$ cat config.mk
export PLATFORM = sky130hd
export DESIGN_NAME = adcsc_top
export DESIGN_NICKNAME = d
export VERILOG_FILES = /design/src/core/adcsc_pkg.sv /design/src/core/adcsc_top.sv
export SDC_FILE = /design/constraint.sdc
export NUM_CORES = 1
export LEC_CHECK = 0
export ABC_AREA = 1
export BUFFER_PORTS_ARGS = -buffer_cell sky130_fd_sc_hd__buf_2
export CORE_MARGIN = 2
export CORE_UTILIZATION = 45
export DETAILED_ROUTE_END_ITERATION = 8
export GPL_TIMING_DRIVEN = 0
export HOLD_SLACK_MARGIN = 0.08
export PLACE_DENSITY = 0.7
export SETUP_SLACK_MARGIN = 0.02
export SLEW_MARGIN = 0
export SYNTH_ARGS = -nofsm -noshare
export SYNTH_HDL_FRONTEND = slang
export SYNTH_SLANG_ARGS = --single-unit
$ cat constraint.sdc
create_clock -name ref_clk -period 4.7 [get_ports ref_clk]
set_input_delay 0.705 -clock ref_clk [delete_from_list [all_inputs] [get_ports ref_clk]]
set_output_delay 0.705 -clock ref_clk [all_outputs]
set_load 0.02 [all_outputs]
$ cat src/core/adcsc_pkg.sv
// constants, register map and types of the system calibration sequencer
package adcsc_pkg;
    // ==========================================================
    // register byte addresses
    localparam logic [7:0] ADDR_SETUP  = 8'h00;
    localparam logic [7:0] ADDR_RATE   = 8'h04;
    localparam logic [7:0] ADDR_DATA   = 8'h08;
    localparam logic [7:0] ADDR_ZCOEF  = 8'h0c;
    localparam logic [7:0] ADDR_FCOEF  = 8'h10;
    localparam logic [7:0] ADDR_STAT   = 8'h14;
    localparam logic [7:0] ADDR_MASK   = 8'h18;
    // ==========================================================
    // setup register fields
    localparam int SETUP_LO_POS  = 0;
    localparam int SETUP_HI_POS  = 1;
    localparam int SETUP_BIP_POS = 2;
    // calibration mode codes {hi, lo}
    localparam logic [1:0] MODE_NORMAL  = 2'h0;
    localparam logic [1:0] MODE_SELF    = 2'h1;
    localparam logic [1:0] MODE_SYS_ZS  = 2'h2;
    localparam logic [1:0] MODE_SYS_FS  = 2'h3;
    // ==========================================================
    // status and mask bits
    localparam int STAT_CAL_POS  = 0;
    localparam int STAT_DATA_POS = 1;
    localparam int STAT_W        = 2;
    // ==========================================================
    // reset values
    localparam logic [15:0] RATE_RST  = 16'h1000;
    localparam logic [15:0] ZCOEF_RST = 16'h0000;
    localparam logic [15:0] FCOEF_RST = 16'hffff;
    localparam logic [15:0] MIDSCALE  = 16'h8000;
    // ==========================================================
    // timing: one modulator cycle is 128 master clocks
    localparam int MOD_DIV       = 128;
    localparam int CAL_PERIODS   = 3;
    localparam logic [1:0] LAST_STEP = 2'(CAL_PERIODS - 1);
    // analog front end input selection
    localparam logic [1:0] SEL_EXT   = 2'h0;
    localparam logic [1:0] SEL_SHORT = 2'h1;
    localparam logic [1:0] SEL_REF   = 2'h2;
    // ==========================================================
    typedef enum logic [2:0] {
        ST_IDLE, ST_SYS_ZS, ST_SYS_FS, ST_SELF_ZS, ST_SELF_FS, ST_POST
    } adcsc_fsm_e;
endpackage : adcsc_pkg

$ cat src/core/adcsc_top.sv
// system calibration sequencer with apb register file
`timescale 1ns/1ps
// ==========================================================
// register map, one aligned 32-bit word each
// 0x00 setup: [1:0] calibration mode {hi, lo}, [2] bipolar
// 0x04 rate: master clocks per output period, 0 acts as 1
// 0x08 data: last conversion word, a read frees the ready line
// 0x0c zero coefficient, 0x10 full coefficient, both writable
// 0x14 status: [0] calibration done, [1] new data word, read clears
// 0x18 mask: same layout as status, drives the irq level
// the upper address bits must be zero to hit a register
// other addresses answer with pslverr and have no effect
//
// ==========================================================
// sequencer timing, from the edge that takes the mode write
// zero or full system step: three periods, then mode reads zero
// one more period of normal conversion, then the ready line falls
// self calibration: three periods shorted, three on the reference
// a mode write of zero during a step aborts back to normal
// a new calibration command restarts the period counter
//
// ==========================================================
// hazards and limits
// the modulator tick is free running, so the raise of a low ready
// line can lag the command by up to one modulator cycle
// the full coefficient is only stored, no gain math is applied
// a status event in the cycle of a status read stays set
// apb answers after exactly one wait state, pready lasts one cycle
// the period counter is compared with >= so a rate written below
// the running count ends the period at once instead of wrapping
// the step counter only advances while a calibration step runs
// the post state holds one conversion period before data loads
// a zero coefficient loaded by a step takes effect on the next result
// the bipolar bit only moves the zero point to midscale
// the data read and the period tick may meet in one cycle:
// the tick loads a fresh word and pulls ready low again
// the analog select output follows the step: external for
// system steps, shorted then reference for self calibration
// a write to data or status is ignored without an error
// reset loads nominal coefficients: zero offset, full scale
// reset holds the ready line high until the first conversion
module adcsc_top
    import adcsc_pkg::*;
#(
    parameter int DATA_W = 16
) (
    input  wire logic              ref_clk,
    input  wire logic              reset,
    input  wire logic              psel,
    input  wire logic              penable,
    input  wire logic              pwrite,
    input  wire logic [31:0]       paddr,
    input  wire logic [31:0]       pwdata,
    output logic                   pready,
    output logic [31:0]            prdata,
    output logic                   pslverr,
    input  wire logic [DATA_W-1:0] modulator_code,
    output logic [1:0]             analog_input_pair_sel,
    output logic                   conversion_ready_low,
    output logic                   irq
);

    // ==========================================================
    // state
    typedef struct packed {
        // register file
        logic [1:0]        mode;
        logic              bipolar;
        logic [15:0]       rate;
        logic [DATA_W-1:0] data;
        logic [DATA_W-1:0] zcoef;
        logic [DATA_W-1:0] fcoef;
        logic [STAT_W-1:0] stat;
        logic [STAT_W-1:0] mask;
        // sequencer and dividers
        adcsc_fsm_e        fsm;
        logic [15:0]       per_cnt;
        logic [6:0]        mod_cnt;
        logic [1:0]        steps;
        logic              raise_pend;
        logic              rdy_n;
        logic [1:0]        sel;
        // bus answer and interrupt
        logic              pready;
        logic [31:0]       prdata;
        logic              pslverr;
        logic              irq;
    } adcsc_state_s;

    adcsc_state_s s_reg;
    adcsc_state_s s_next;

    // decoded bus strobes
    logic              access;
    logic              wr;
    logic              rd;
    logic              mapped;
    logic [7:0]        addr;
    // timing strobes and sequencer events
    logic              per_tick;
    logic              mod_tick;
    logic              cal_cmd;
    logic              step_end;
    logic [DATA_W-1:0] result;
    logic [STAT_W-1:0] ev;

    // ==========================================================
    // bus decode and period dividers
    assign addr     = paddr[7:0];
    assign access   = psel & penable & s_reg.pready;
    assign wr       = access & pwrite;
    assign rd       = access & ~pwrite;
    assign mapped   = (paddr[31:8] == 24'h000000) && (addr[1:0] == 2'h0) && (addr <= ADDR_MASK);
    assign per_tick = ({1'b0, s_reg.per_cnt} + 17'h00001) >= {1'b0, s_reg.rate};
    assign mod_tick = s_reg.mod_cnt == 7'(MOD_DIV - 1);
    assign cal_cmd  = wr & mapped & (addr == ADDR_SETUP) & (pwdata[SETUP_HI_POS:SETUP_LO_POS] != MODE_NORMAL);
    assign step_end = per_tick & (s_reg.steps == LAST_STEP);

    // conversion result, zero point at midscale when bipolar
    always_comb begin
        result = modulator_code - s_reg.zcoef;
        if (s_reg.bipolar) begin
            result = result + MIDSCALE[DATA_W-1:0];
        end
    end

    // ==========================================================
    // next state
    always_comb begin
        s_next = s_reg;
        ev     = '0;

        // apb slave: one wait cycle, then answer
        s_next.pready = psel & penable & ~s_reg.pready;
        s_next.pslverr = 1'b0;
        if (psel & penable & ~s_reg.pready) begin
            s_next.pslverr = ~mapped;
            // reads of other low address bytes return zero, upper address bits are not decoded here
            s_next.prdata  = 32'h00000000;
            if (addr == ADDR_SETUP) begin
                s_next.prdata[SETUP_HI_POS:SETUP_LO_POS] = s_reg.mode;
                s_next.prdata[SETUP_BIP_POS] = s_reg.bipolar;
            end else if (addr == ADDR_RATE) begin
                s_next.prdata[15:0] = s_reg.rate;
            end else if (addr == ADDR_DATA) begin
                s_next.prdata[DATA_W-1:0] = s_reg.data;
            end else if (addr == ADDR_ZCOEF) begin
                s_next.prdata[DATA_W-1:0] = s_reg.zcoef;
            end else if (addr == ADDR_FCOEF) begin
                s_next.prdata[DATA_W-1:0] = s_reg.fcoef;
            end else if (addr == ADDR_STAT) begin
                s_next.prdata[STAT_W-1:0] = s_reg.stat;
            end else if (addr == ADDR_MASK) begin
                s_next.prdata[STAT_W-1:0] = s_reg.mask;
            end
        end

        // dividers
        s_next.mod_cnt = mod_tick ? 7'h00 : s_reg.mod_cnt + 7'h01;
        s_next.per_cnt = per_tick ? 16'h0000 : s_reg.per_cnt + 16'h0001;
        if (per_tick && s_reg.fsm != ST_IDLE && s_reg.fsm != ST_POST) begin
            s_next.steps = s_reg.steps + 2'h1;
        end

        // register writes
        if (wr && mapped) begin
            if (addr == ADDR_SETUP) begin
                s_next.mode    = pwdata[SETUP_HI_POS:SETUP_LO_POS];
                s_next.bipolar = pwdata[SETUP_BIP_POS];
                if (!cal_cmd) begin
                    s_next.fsm = ST_IDLE; // normal mode ends any step
                    s_next.sel = SEL_EXT;
                end
            end else if (addr == ADDR_RATE) begin
                s_next.rate = pwdata[15:0];
            end else if (addr == ADDR_ZCOEF) begin
                s_next.zcoef = pwdata[DATA_W-1:0];
            end else if (addr == ADDR_FCOEF) begin
                s_next.fcoef = pwdata[DATA_W-1:0];
            end else if (addr == ADDR_MASK) begin
                s_next.mask = pwdata[STAT_W-1:0];
            end
        end

        // reading the data word frees the ready line
        if (rd && mapped && addr == ADDR_DATA) begin
            s_next.rdy_n = 1'b1;
        end

        // sequencer
        if (cal_cmd) begin
            s_next.per_cnt = 16'h0000;
            s_next.steps   = 2'h0;
            s_next.raise_pend = ~s_reg.rdy_n;
            case (pwdata[SETUP_HI_POS:SETUP_LO_POS])
                // zero-scale step on the external input
                MODE_SYS_ZS: begin
                    s_next.fsm = ST_SYS_ZS;
                    s_next.sel = SEL_EXT;
                end
                // full-scale step on the external input
                MODE_SYS_FS: begin
                    s_next.fsm = ST_SYS_FS;
                    s_next.sel = SEL_EXT;
                end
                // self calibration starts on shorted inputs
                default: begin
                    s_next.fsm = ST_SELF_ZS;
                    s_next.sel = SEL_SHORT;
                end
            endcase
        end else begin
            case (s_reg.fsm)
                // normal conversions, one word per period
                ST_IDLE: begin
                    if (per_tick) begin
                        s_next.data  = result;
                        s_next.rdy_n = 1'b0;
                        ev[STAT_DATA_POS] = 1'b1;
                    end
                end
                // system zero step, offset coefficient at its end
                ST_SYS_ZS: begin
                    if (step_end) begin
                        s_next.zcoef = modulator_code;
                        s_next.mode  = MODE_NORMAL;
                        s_next.fsm   = ST_POST;
                        ev[STAT_CAL_POS] = 1'b1;
                    end
                end
                // system full step, gain coefficient at its end
                ST_SYS_FS: begin
                    if (step_end) begin
                        s_next.fcoef = modulator_code;
                        s_next.mode  = MODE_NORMAL;
                        s_next.fsm   = ST_POST;
                        ev[STAT_CAL_POS] = 1'b1;
                    end
                end
                // self zero half, then switch to the reference
                ST_SELF_ZS: begin
                    if (step_end) begin
                        s_next.zcoef = modulator_code;
                        s_next.steps = 2'h0;
                        s_next.sel   = SEL_REF;
                        s_next.fsm   = ST_SELF_FS;
                    end
                end
                // self full half, back to the external input
                ST_SELF_FS: begin
                    if (step_end) begin
                        s_next.fcoef = modulator_code;
                        s_next.mode  = MODE_NORMAL;
                        s_next.sel   = SEL_EXT;
                        s_next.fsm   = ST_POST;
                        ev[STAT_CAL_POS] = 1'b1;
                    end
                end
                // one normal conversion before ready falls
                ST_POST: begin
                    if (per_tick) begin
                        s_next.data  = result;
                        s_next.rdy_n = 1'b0;
                        s_next.raise_pend = 1'b0;
                        s_next.fsm   = ST_IDLE;
                        ev[STAT_DATA_POS] = 1'b1;
                    end
                end
                // unused codes fall back to normal mode
                default: begin
                    s_next.fsm = ST_IDLE;
                end
            endcase
        end

        // ready stays high while a step runs and no raise is pending
        if (s_reg.fsm != ST_IDLE && s_reg.fsm != ST_POST && !s_reg.raise_pend) begin
            s_next.rdy_n = 1'b1;
        end
        // a ready line that was low rises at the next modulator tick
        if (s_reg.raise_pend && mod_tick && s_reg.fsm != ST_IDLE) begin
            s_next.rdy_n = 1'b1;
            s_next.raise_pend = 1'b0;
        end
        // a ready line that was high stays high from the command on
        if (cal_cmd && s_reg.rdy_n) begin
            s_next.rdy_n = 1'b1;
        end

        // sticky status, read clears, a new event wins
        if (rd && mapped && addr == ADDR_STAT) begin
            s_next.stat = ev;
        end else begin
            s_next.stat = s_reg.stat | ev;
        end
        s_next.irq = |(s_next.stat & s_next.mask);
    end

    // ==========================================================
    // registers, defaults on reset
    always_ff @(posedge ref_clk) begin
        if (reset) begin
            // every other field clears to zero
            s_reg            <= '0;
            s_reg.rate       <= RATE_RST;
            s_reg.zcoef      <= ZCOEF_RST[DATA_W-1:0];
            s_reg.fcoef      <= FCOEF_RST[DATA_W-1:0];
            s_reg.fsm        <= ST_IDLE;
            s_reg.rdy_n      <= 1'b1;
            s_reg.sel        <= SEL_EXT;
        end else begin
            s_reg <= s_next;
        end
    end

    // ==========================================================
    // outputs straight from flip-flops
    assign pready                = s_reg.pready;
    assign prdata                = s_reg.prdata;
    assign pslverr               = s_reg.pslverr;
    assign analog_input_pair_sel = s_reg.sel;
    assign conversion_ready_low  = s_reg.rdy_n;
    assign irq                   = s_reg.irq;

endmodule : adcsc_top

==> results.py, run 1 <==
metrics = {
    "drt": {
        "drtPass1Iterations": 6,
        "route.detailed.drc": 0,
        "vias": 7107,
        "drtIter0Drc": 657,
        "drt-total-wl_um": 20600,
        "routedWlPerCell_um": 14.7,
        "viasPerCell": 5.10,
        "postRouteAntennaNets": 0,
    },
    "final_layout": {
        "largest_reg_flops": 100,
        "nFillCells": 1596,
        "drive_above_1_share": 0.196,
        "syn_to_final_growth_pct": 18.8,
        "finish.instance_area_um2": 8800,
        "multiInputGateArea_um2": 4010,
        "nets": 1287,
        "instances_no_fill": 1394,
        "final_cell_mix": "nand2_1, inv_1, nor2_1",
        "fin_util": 0.550,
        "diodes": 0,
        "regArea_um2": 2440,
        "final_common_cell": "nand2_1",
    },
    "synth": {
        "async_flop_share": 0,
        "ys_top_cells_by_area": "dfxtp_1, nand2_1, inv_1, nor2_1, ha_1",
        "synth_area_leader_cell": "dfxtp_1",
        "synth_area_um2": 7410,
        "yosysWarnings": 0,
        "synthFlopType": "dfxtp_1",
        "synth_edf_count": 0,
        "yosys.area.top_type_share": 0.330,
        "ys_seq_elements": 122,
        "syn_avg_cell_area_um2": 7.11,
        "yosysSeqAreaShare": 0.330,
        "synth_cell_type_count": 50,
        "syn_inst": 1043,
    },
    "critical_path": {
        "cp_data_required_time_ps": 5010,
        "arrival_ps": 4270,
        "end_kind": "flip-flop",
        "crit_type": "reg -> reg",
        "startpoint_type": "flip-flop",
        "critPathMaxFanout": 10,
    },
    "clock_network": {
        "cts_hold_buf": 0,
        "clockBufferDepth": 2,
        "root_buffer": "clkbuf_16",
        "numCtsBuffers": 17,
        "ctsResizeCount": 0,
        "clk_pin_slew_ps": 50,
        "clk_latency_ps": 420,
        "htree_levels": 4,
        "cts_tree": "built",
        "cts.sinks": 122,
        "postCtsSetupRepairBufs": 0,
    },
    "worst_hold_path": {
        "min_path_type": "reg -> reg",
    },
    "floorplanning": {
        "fp.dieH_um": 132,
        "core_area_um2": 16000,
        "boundaryPins": 123,
        "die_area_um2": 17500,
        "start_util": 0.463,
        "die_w_um": 132,
        "num_rows": 46,
    },
    "placement": {
        "dp.cells": 1364,
        "portBuffers": 90,
        "placedInstanceArea_um2": 8190,
        "post-place-ws_ps": 775,
        "hpwl_um": 15700,
        "place.gp.congestion": 0.926,
    },
    "run_status": {
        "status": "finished clean",
    },
    "sta": {
        "slew_headroom": 0.533,
        "setup_viol": 0,
        "rsz0062_at_grt": "no",
        "final.setup.tns_ps": 0,
        "whs_ps": 460,
        "max_freq_mhz": 253,
        "finalClockSkew_ps": 5.14,
        "drv_slew": 0,
        "hold_viol": 0,
        "worst_slew_pin_slew_ps": 701,
        "fin_crit_sh": 0.843,
        "fin_crit_ps": 3960,
        "setup_slack_ps": 740,
    },
    "power_and_ir_drop": {
        "leakagePower_nw": 4.28,
        "peakVddDrop_mv": 0.326,
        "p_per_area_nw_per_um2": 298,
        "power_mw": 2.63,
    },
    "global_routing": {
        "grt_max_degree": 17,
        "grt_pass1_vias": 6717,
        "antenna_found_initial": 0,
        "gr-total-overflow": 0,
        "gr-usage-all-layers": 0.236,
        "grt_pass1_wl_um": 33000,
    },
    "flow_run": {
        "cap_viol_max_count": 0,
    },
}
metal layers:
metal | vias up | GRT usage | wire length [um]
met5 | - | 0 | 0
met2 | 257 | 0.391 | 9290
met1 | 3188 | 0.308 | 9370
met4 | 0 | 0.0753 | 459
met3 | 33 | 0.0492 | 1450
li1 | 3629 | - | -
path summary, 6_finish.rpt:
path,from,endpoint,slack (ps),depth (start not counted)
max,s_reg[48],s_reg[99],740,19
min,s_reg[41],s_reg[41],460,1
max reg2reg,s_reg[48],s_reg[99],740,19
min reg2reg,s_reg[41],s_reg[41],460,1
cells in the mapped netlist, types with 17 or more instances:
master / count
a21oi_1: 75
nand3_1: 38
nand2_1: 188
ha_1: 34
buf_4: 36
nor2_1: 127
o211ai_1: 17
xor2_1: 19
inv_1: 129
clkbuf_1: 19
dfxtp_1: 122
o21ai_0: 61
layout make-up:
class	count	area share
clock buffers	21	0.0534
repair buffers	90	0.0512
well taps	216	0.0307
inverters	141	0.0612
clock inverters	9	0.0165
multi-input cells	722	0.455
plain buffers	73	0.0541
flip-flops and latches	122	0.277
power by group:
group	leakage (nW)	internal [mW]	total (mW)	switching [mW]
registers	0.985	1.04	1.04	0.00379
logic	2.99	0.0751	0.202	0.127
clock network	0.308	0.918	1.38	0.463
total	4.28	2.03	2.63	0.594
critical path: stages (launching register included):
cell and delay (ps):
dfxtp_1 390, nand3_1 120, nor2_1 180, nand2_1 120, nor3_1 330, nand4_1 160, nor4_1 300, xnor2_1 190
inv_1 70, ha_1 350, nand4_1 130, nor4_1 280, nand2_1 160, nand3_4 150, nand2_4 110, nor3_4 370
inv_4 100, buf_6 190, nor2_2 90, nor2_1 50
cell families after synthesis:
kind of cell	Yosys count	share of synthesized area
buffers and inverters	214	0.137
muxes	2	0.00304
xor gates and xnor gates	27	0.0319
and+or+nand+nor	423	0.255
AOI/OAI and AO/OA	219	0.183
adders and majority gates	35	0.0601
other	1	0.000506
DFF	122	0.330
No activity file was read; power rests on OpenSTA's default activity.
==> run 2: changes to the inputs <==
Settings changed: ABC_AREA 1 to 0.
Clock period 4.7 ns to 4 ns, I/O delays scaled along.
==> run 2 against run 1 <==
Compared with the run above: clock-buffer cell count is 3 higher; flip-flop and latch count stayed put; setup slack worse by 500 ps; worst hold slack worse by 14 ps; sequential share of layout area is 0.97 points higher; combinational power is 34% higher; critical endpoint is now s_reg[117]; synthesized area is 3.6% lower; highest routed layer unchanged.
==> results.py, run 2 <==
metrics = {
    "power_and_ir_drop": {
        "pwr-share-clk": 0.492,
        "pwr-share-comb": 0.091,
        "p_per_area_nw_per_um2": 351,
        "leakagePower_nw": 3.63,
        "internal_power_mw": 2.27,
        "peakVddDrop_mv": 0.299,
        "seqPwrFrac": 0.417,
        "p_sw_frac": 0.240,
        "switchingPower_mw": 0.716,
    },
    "clock_network": {
        "cts_tree": "built",
        "htree_levels": 4,
        "clockBufferDepth": 2,
        "clk_latency_ps": 420,
        "root_buffer": "clkbuf_16",
        "cts.sinks": 122,
        "numCtsBuffers": 17,
        "cts_hold_buf": 0,
        "clk_pin_slew_ps": 50,
    },
    "synth": {
        "ys_top_cells_by_area": "dfxtp_1, ha_1, mux2i_1, nand2_1, buf_4",
        "syn_avg_cell_area_um2": 8.40,
        "muxShareOfSynthArea": 0.0476,
        "synth_edf_count": 0,
        "yosys.area.top_type_share": 0.342,
        "syn_inst": 851,
        "ys_seq_elements": 122,
        "synth_compound_area_frac": 0.212,
        "synth_top_family_by_area": "compound AO/OA/AOI/OAI gates",
        "yosys-top-cells-count": "dfxtp_1, nand2_1, nor2_1",
        "synthFlopType": "dfxtp_1",
        "yosysWarnings": 0,
        "yosysSeqAreaShare": 0.342,
        "yosys.area_share.simple": 0.210,
        "synth_area_leader_cell": "dfxtp_1",
        "async_flop_share": 0,
        "synth_cell_type_count": 73,
        "synth_xor_area_frac": 0.0356,
        "yosysMostFrequentCell": "dfxtp_1",
        "synth_area_um2": 7140,
        "synthAdderAreaFrac": 0.0623,
    },
    "placement": {
        "place.gp.congestion": 0.843,
        "hpwl_um": 14800,
        "portBuffers": 84,
        "dp.cells": 1166,
    },
    "final_layout": {
        "drive_above_1_share": 0.207,
        "largest_reg_flops": 100,
        "final_cell_mix": "dfxtp_1, buf_2, nand2_1",
        "syn_to_final_growth_pct": 19.1,
        "diodes": 0,
        "nets": 1092,
        "fin_util": 0.541,
        "final_common_cell": "dfxtp_1",
        "instances_no_fill": 1200,
    },
    "critical_path": {
        "startpoint_type": "flip-flop",
        "arrival_ps": 4110,
        "crit_type": "reg -> reg",
        "critPathMaxFanout": 5,
        "end_kind": "flip-flop",
        "cp_data_required_time_ps": 4350,
    },
    "floorplanning": {
        "die_w_um": 130,
        "boundaryPins": 123,
        "core_area_um2": 15700,
        "num_rows": 46,
        "die_area_um2": 16900,
        "start_util": 0.455,
        "fp.dieH_um": 130,
    },
    "global_routing": {
        "grt_pass1_vias": 6044,
        "gr-total-overflow": 0,
        "grt_pass1_wl_um": 30900,
        "grt_max_degree": 17,
        "gr-usage-all-layers": 0.237,
        "antenna_found_initial": 0,
    },
    "flow_run": {
        "cap_viol_max_count": 0,
    },
    "sta": {
        "finalClockSkew_ps": 7.71,
        "slew_headroom": 0.488,
        "hold_viol": 0,
        "fin_crit_sh": 0.940,
        "fin_crit_ps": 3760,
        "max_freq_mhz": 266,
        "setup_viol": 0,
        "worst_slew_pin_slew_ps": 769,
        "drv_slew": 0,
        "rsz0062_at_grt": "no",
    },
    "drt": {
        "postRouteAntennaNets": 0,
        "drt-total-wl_um": 19400,
        "drtIter0Drc": 433,
        "route.detailed.drc": 0,
        "vias": 6399,
        "viasPerCell": 5.33,
        "routedWlPerCell_um": 16.2,
        "drtPass1Iterations": 5,
    },
    "worst_hold_path": {
        "min_path_type": "reg -> reg",
    },
    "run_status": {
        "status": "finished clean",
    },
}
## run 2: final cells by class
type | count | area (um2)
fillers | 1496 | 7200
multi-input cells | 620 | 4120
flip-flops and latches | 122 | 2440
clock buffers | 24 | 502
plain buffers | 79 | 487
repair buffers | 88 | 454
well taps | 216 | 270
inverters | 44 | 165
clock inverters | 7 | 65.1
## run 2: power by group through the flow
| stage | logic [mW] | clock network [mW] | registers, mW |
|---|---|---|---|
| 2_1_floorplan | 0.174 | 0 | 1.27 |
| 3_3_place_gp | 0.265 | 0 | 1.27 |
| 3_5_place_dp | 0.267 | 0 | 1.27 |
| 4_1_cts | 0.269 | 1.48 | 1.24 |
| 5_1_grt | 0.298 | 1.53 | 1.25 |
| 6_report | 0.271 | 1.47 | 1.24 |
## run 2: critical path: stages (launching register included)
cell	delay, ps
dfxtp_1	420
ha_1	240
and3_2	250
inv_1	90
nor2_1	200
nand3_1	120
xnor2_1	200
ha_1	270
nand4_1	120
nor3_1	80
a21boi_0	120
o41a_1	540
buf_4	200
o211ai_1	190
buf_4	180
clkdlybuf4s15_2	280
nand2_1	80
a21oi_1	110
## run 2: logic make-up (layout without fill, tap and decap cells)
kind of cell | after synthesis | after routing
muxes | 34 | 34
buffers and inverters | 124 | 242
and+or+nand+nor | 293 | 293
other | 1 | 16
adders and majority gates | 35 | 35
xor gates and xnor gates | 29 | 29
DFF | 122 | 122
AOI/OAI and AO/OA | 213 | 213
## run 2: through the flow
step                worst slack, ps  TNS [ps]  power [mW]  hold slack (ps)  cell area [um2]
finish                          239         0        2.98              446             8510
detailed placement             -199     -1730        1.54              435             7890
global placement               -166      -865        1.53              424             7890
floorplan                       752         0        1.44              413             7200
global route                   16.2         0        3.07              461             8510
CTS                            69.0         0        2.99              443             8470
## run 2: metal layers
metal	wire, um	vias to the layer above	global-route usage
met2	9170	184	0.391
met4	360	0	0.0841
met1	8880	2966	0.315
met5	0	-	0
met3	989	25	0.0394
li1	-	3224	-
## run 2: final timing paths
kind | slack [ps] | startpoint | depth (start not counted) | to
worst max register to register | 240 | s_reg[48] | 17 | s_reg[117]
worst min register to register | 450 | s_reg[41] | 1 | s_reg[41]
worst max-delay path | 240 | s_reg[48] | 17 | s_reg[117]
worst min-delay path | 450 | s_reg[41] | 1 | s_reg[41]
## run 2: repair_timing
action / in CTS / in global routing
setup buffers: 1 / 2
pin swaps: 1 / 2
cloned: 0 / 1
resized for setup: 2 / 14
endpoints found under the setup margin: 17 / 64
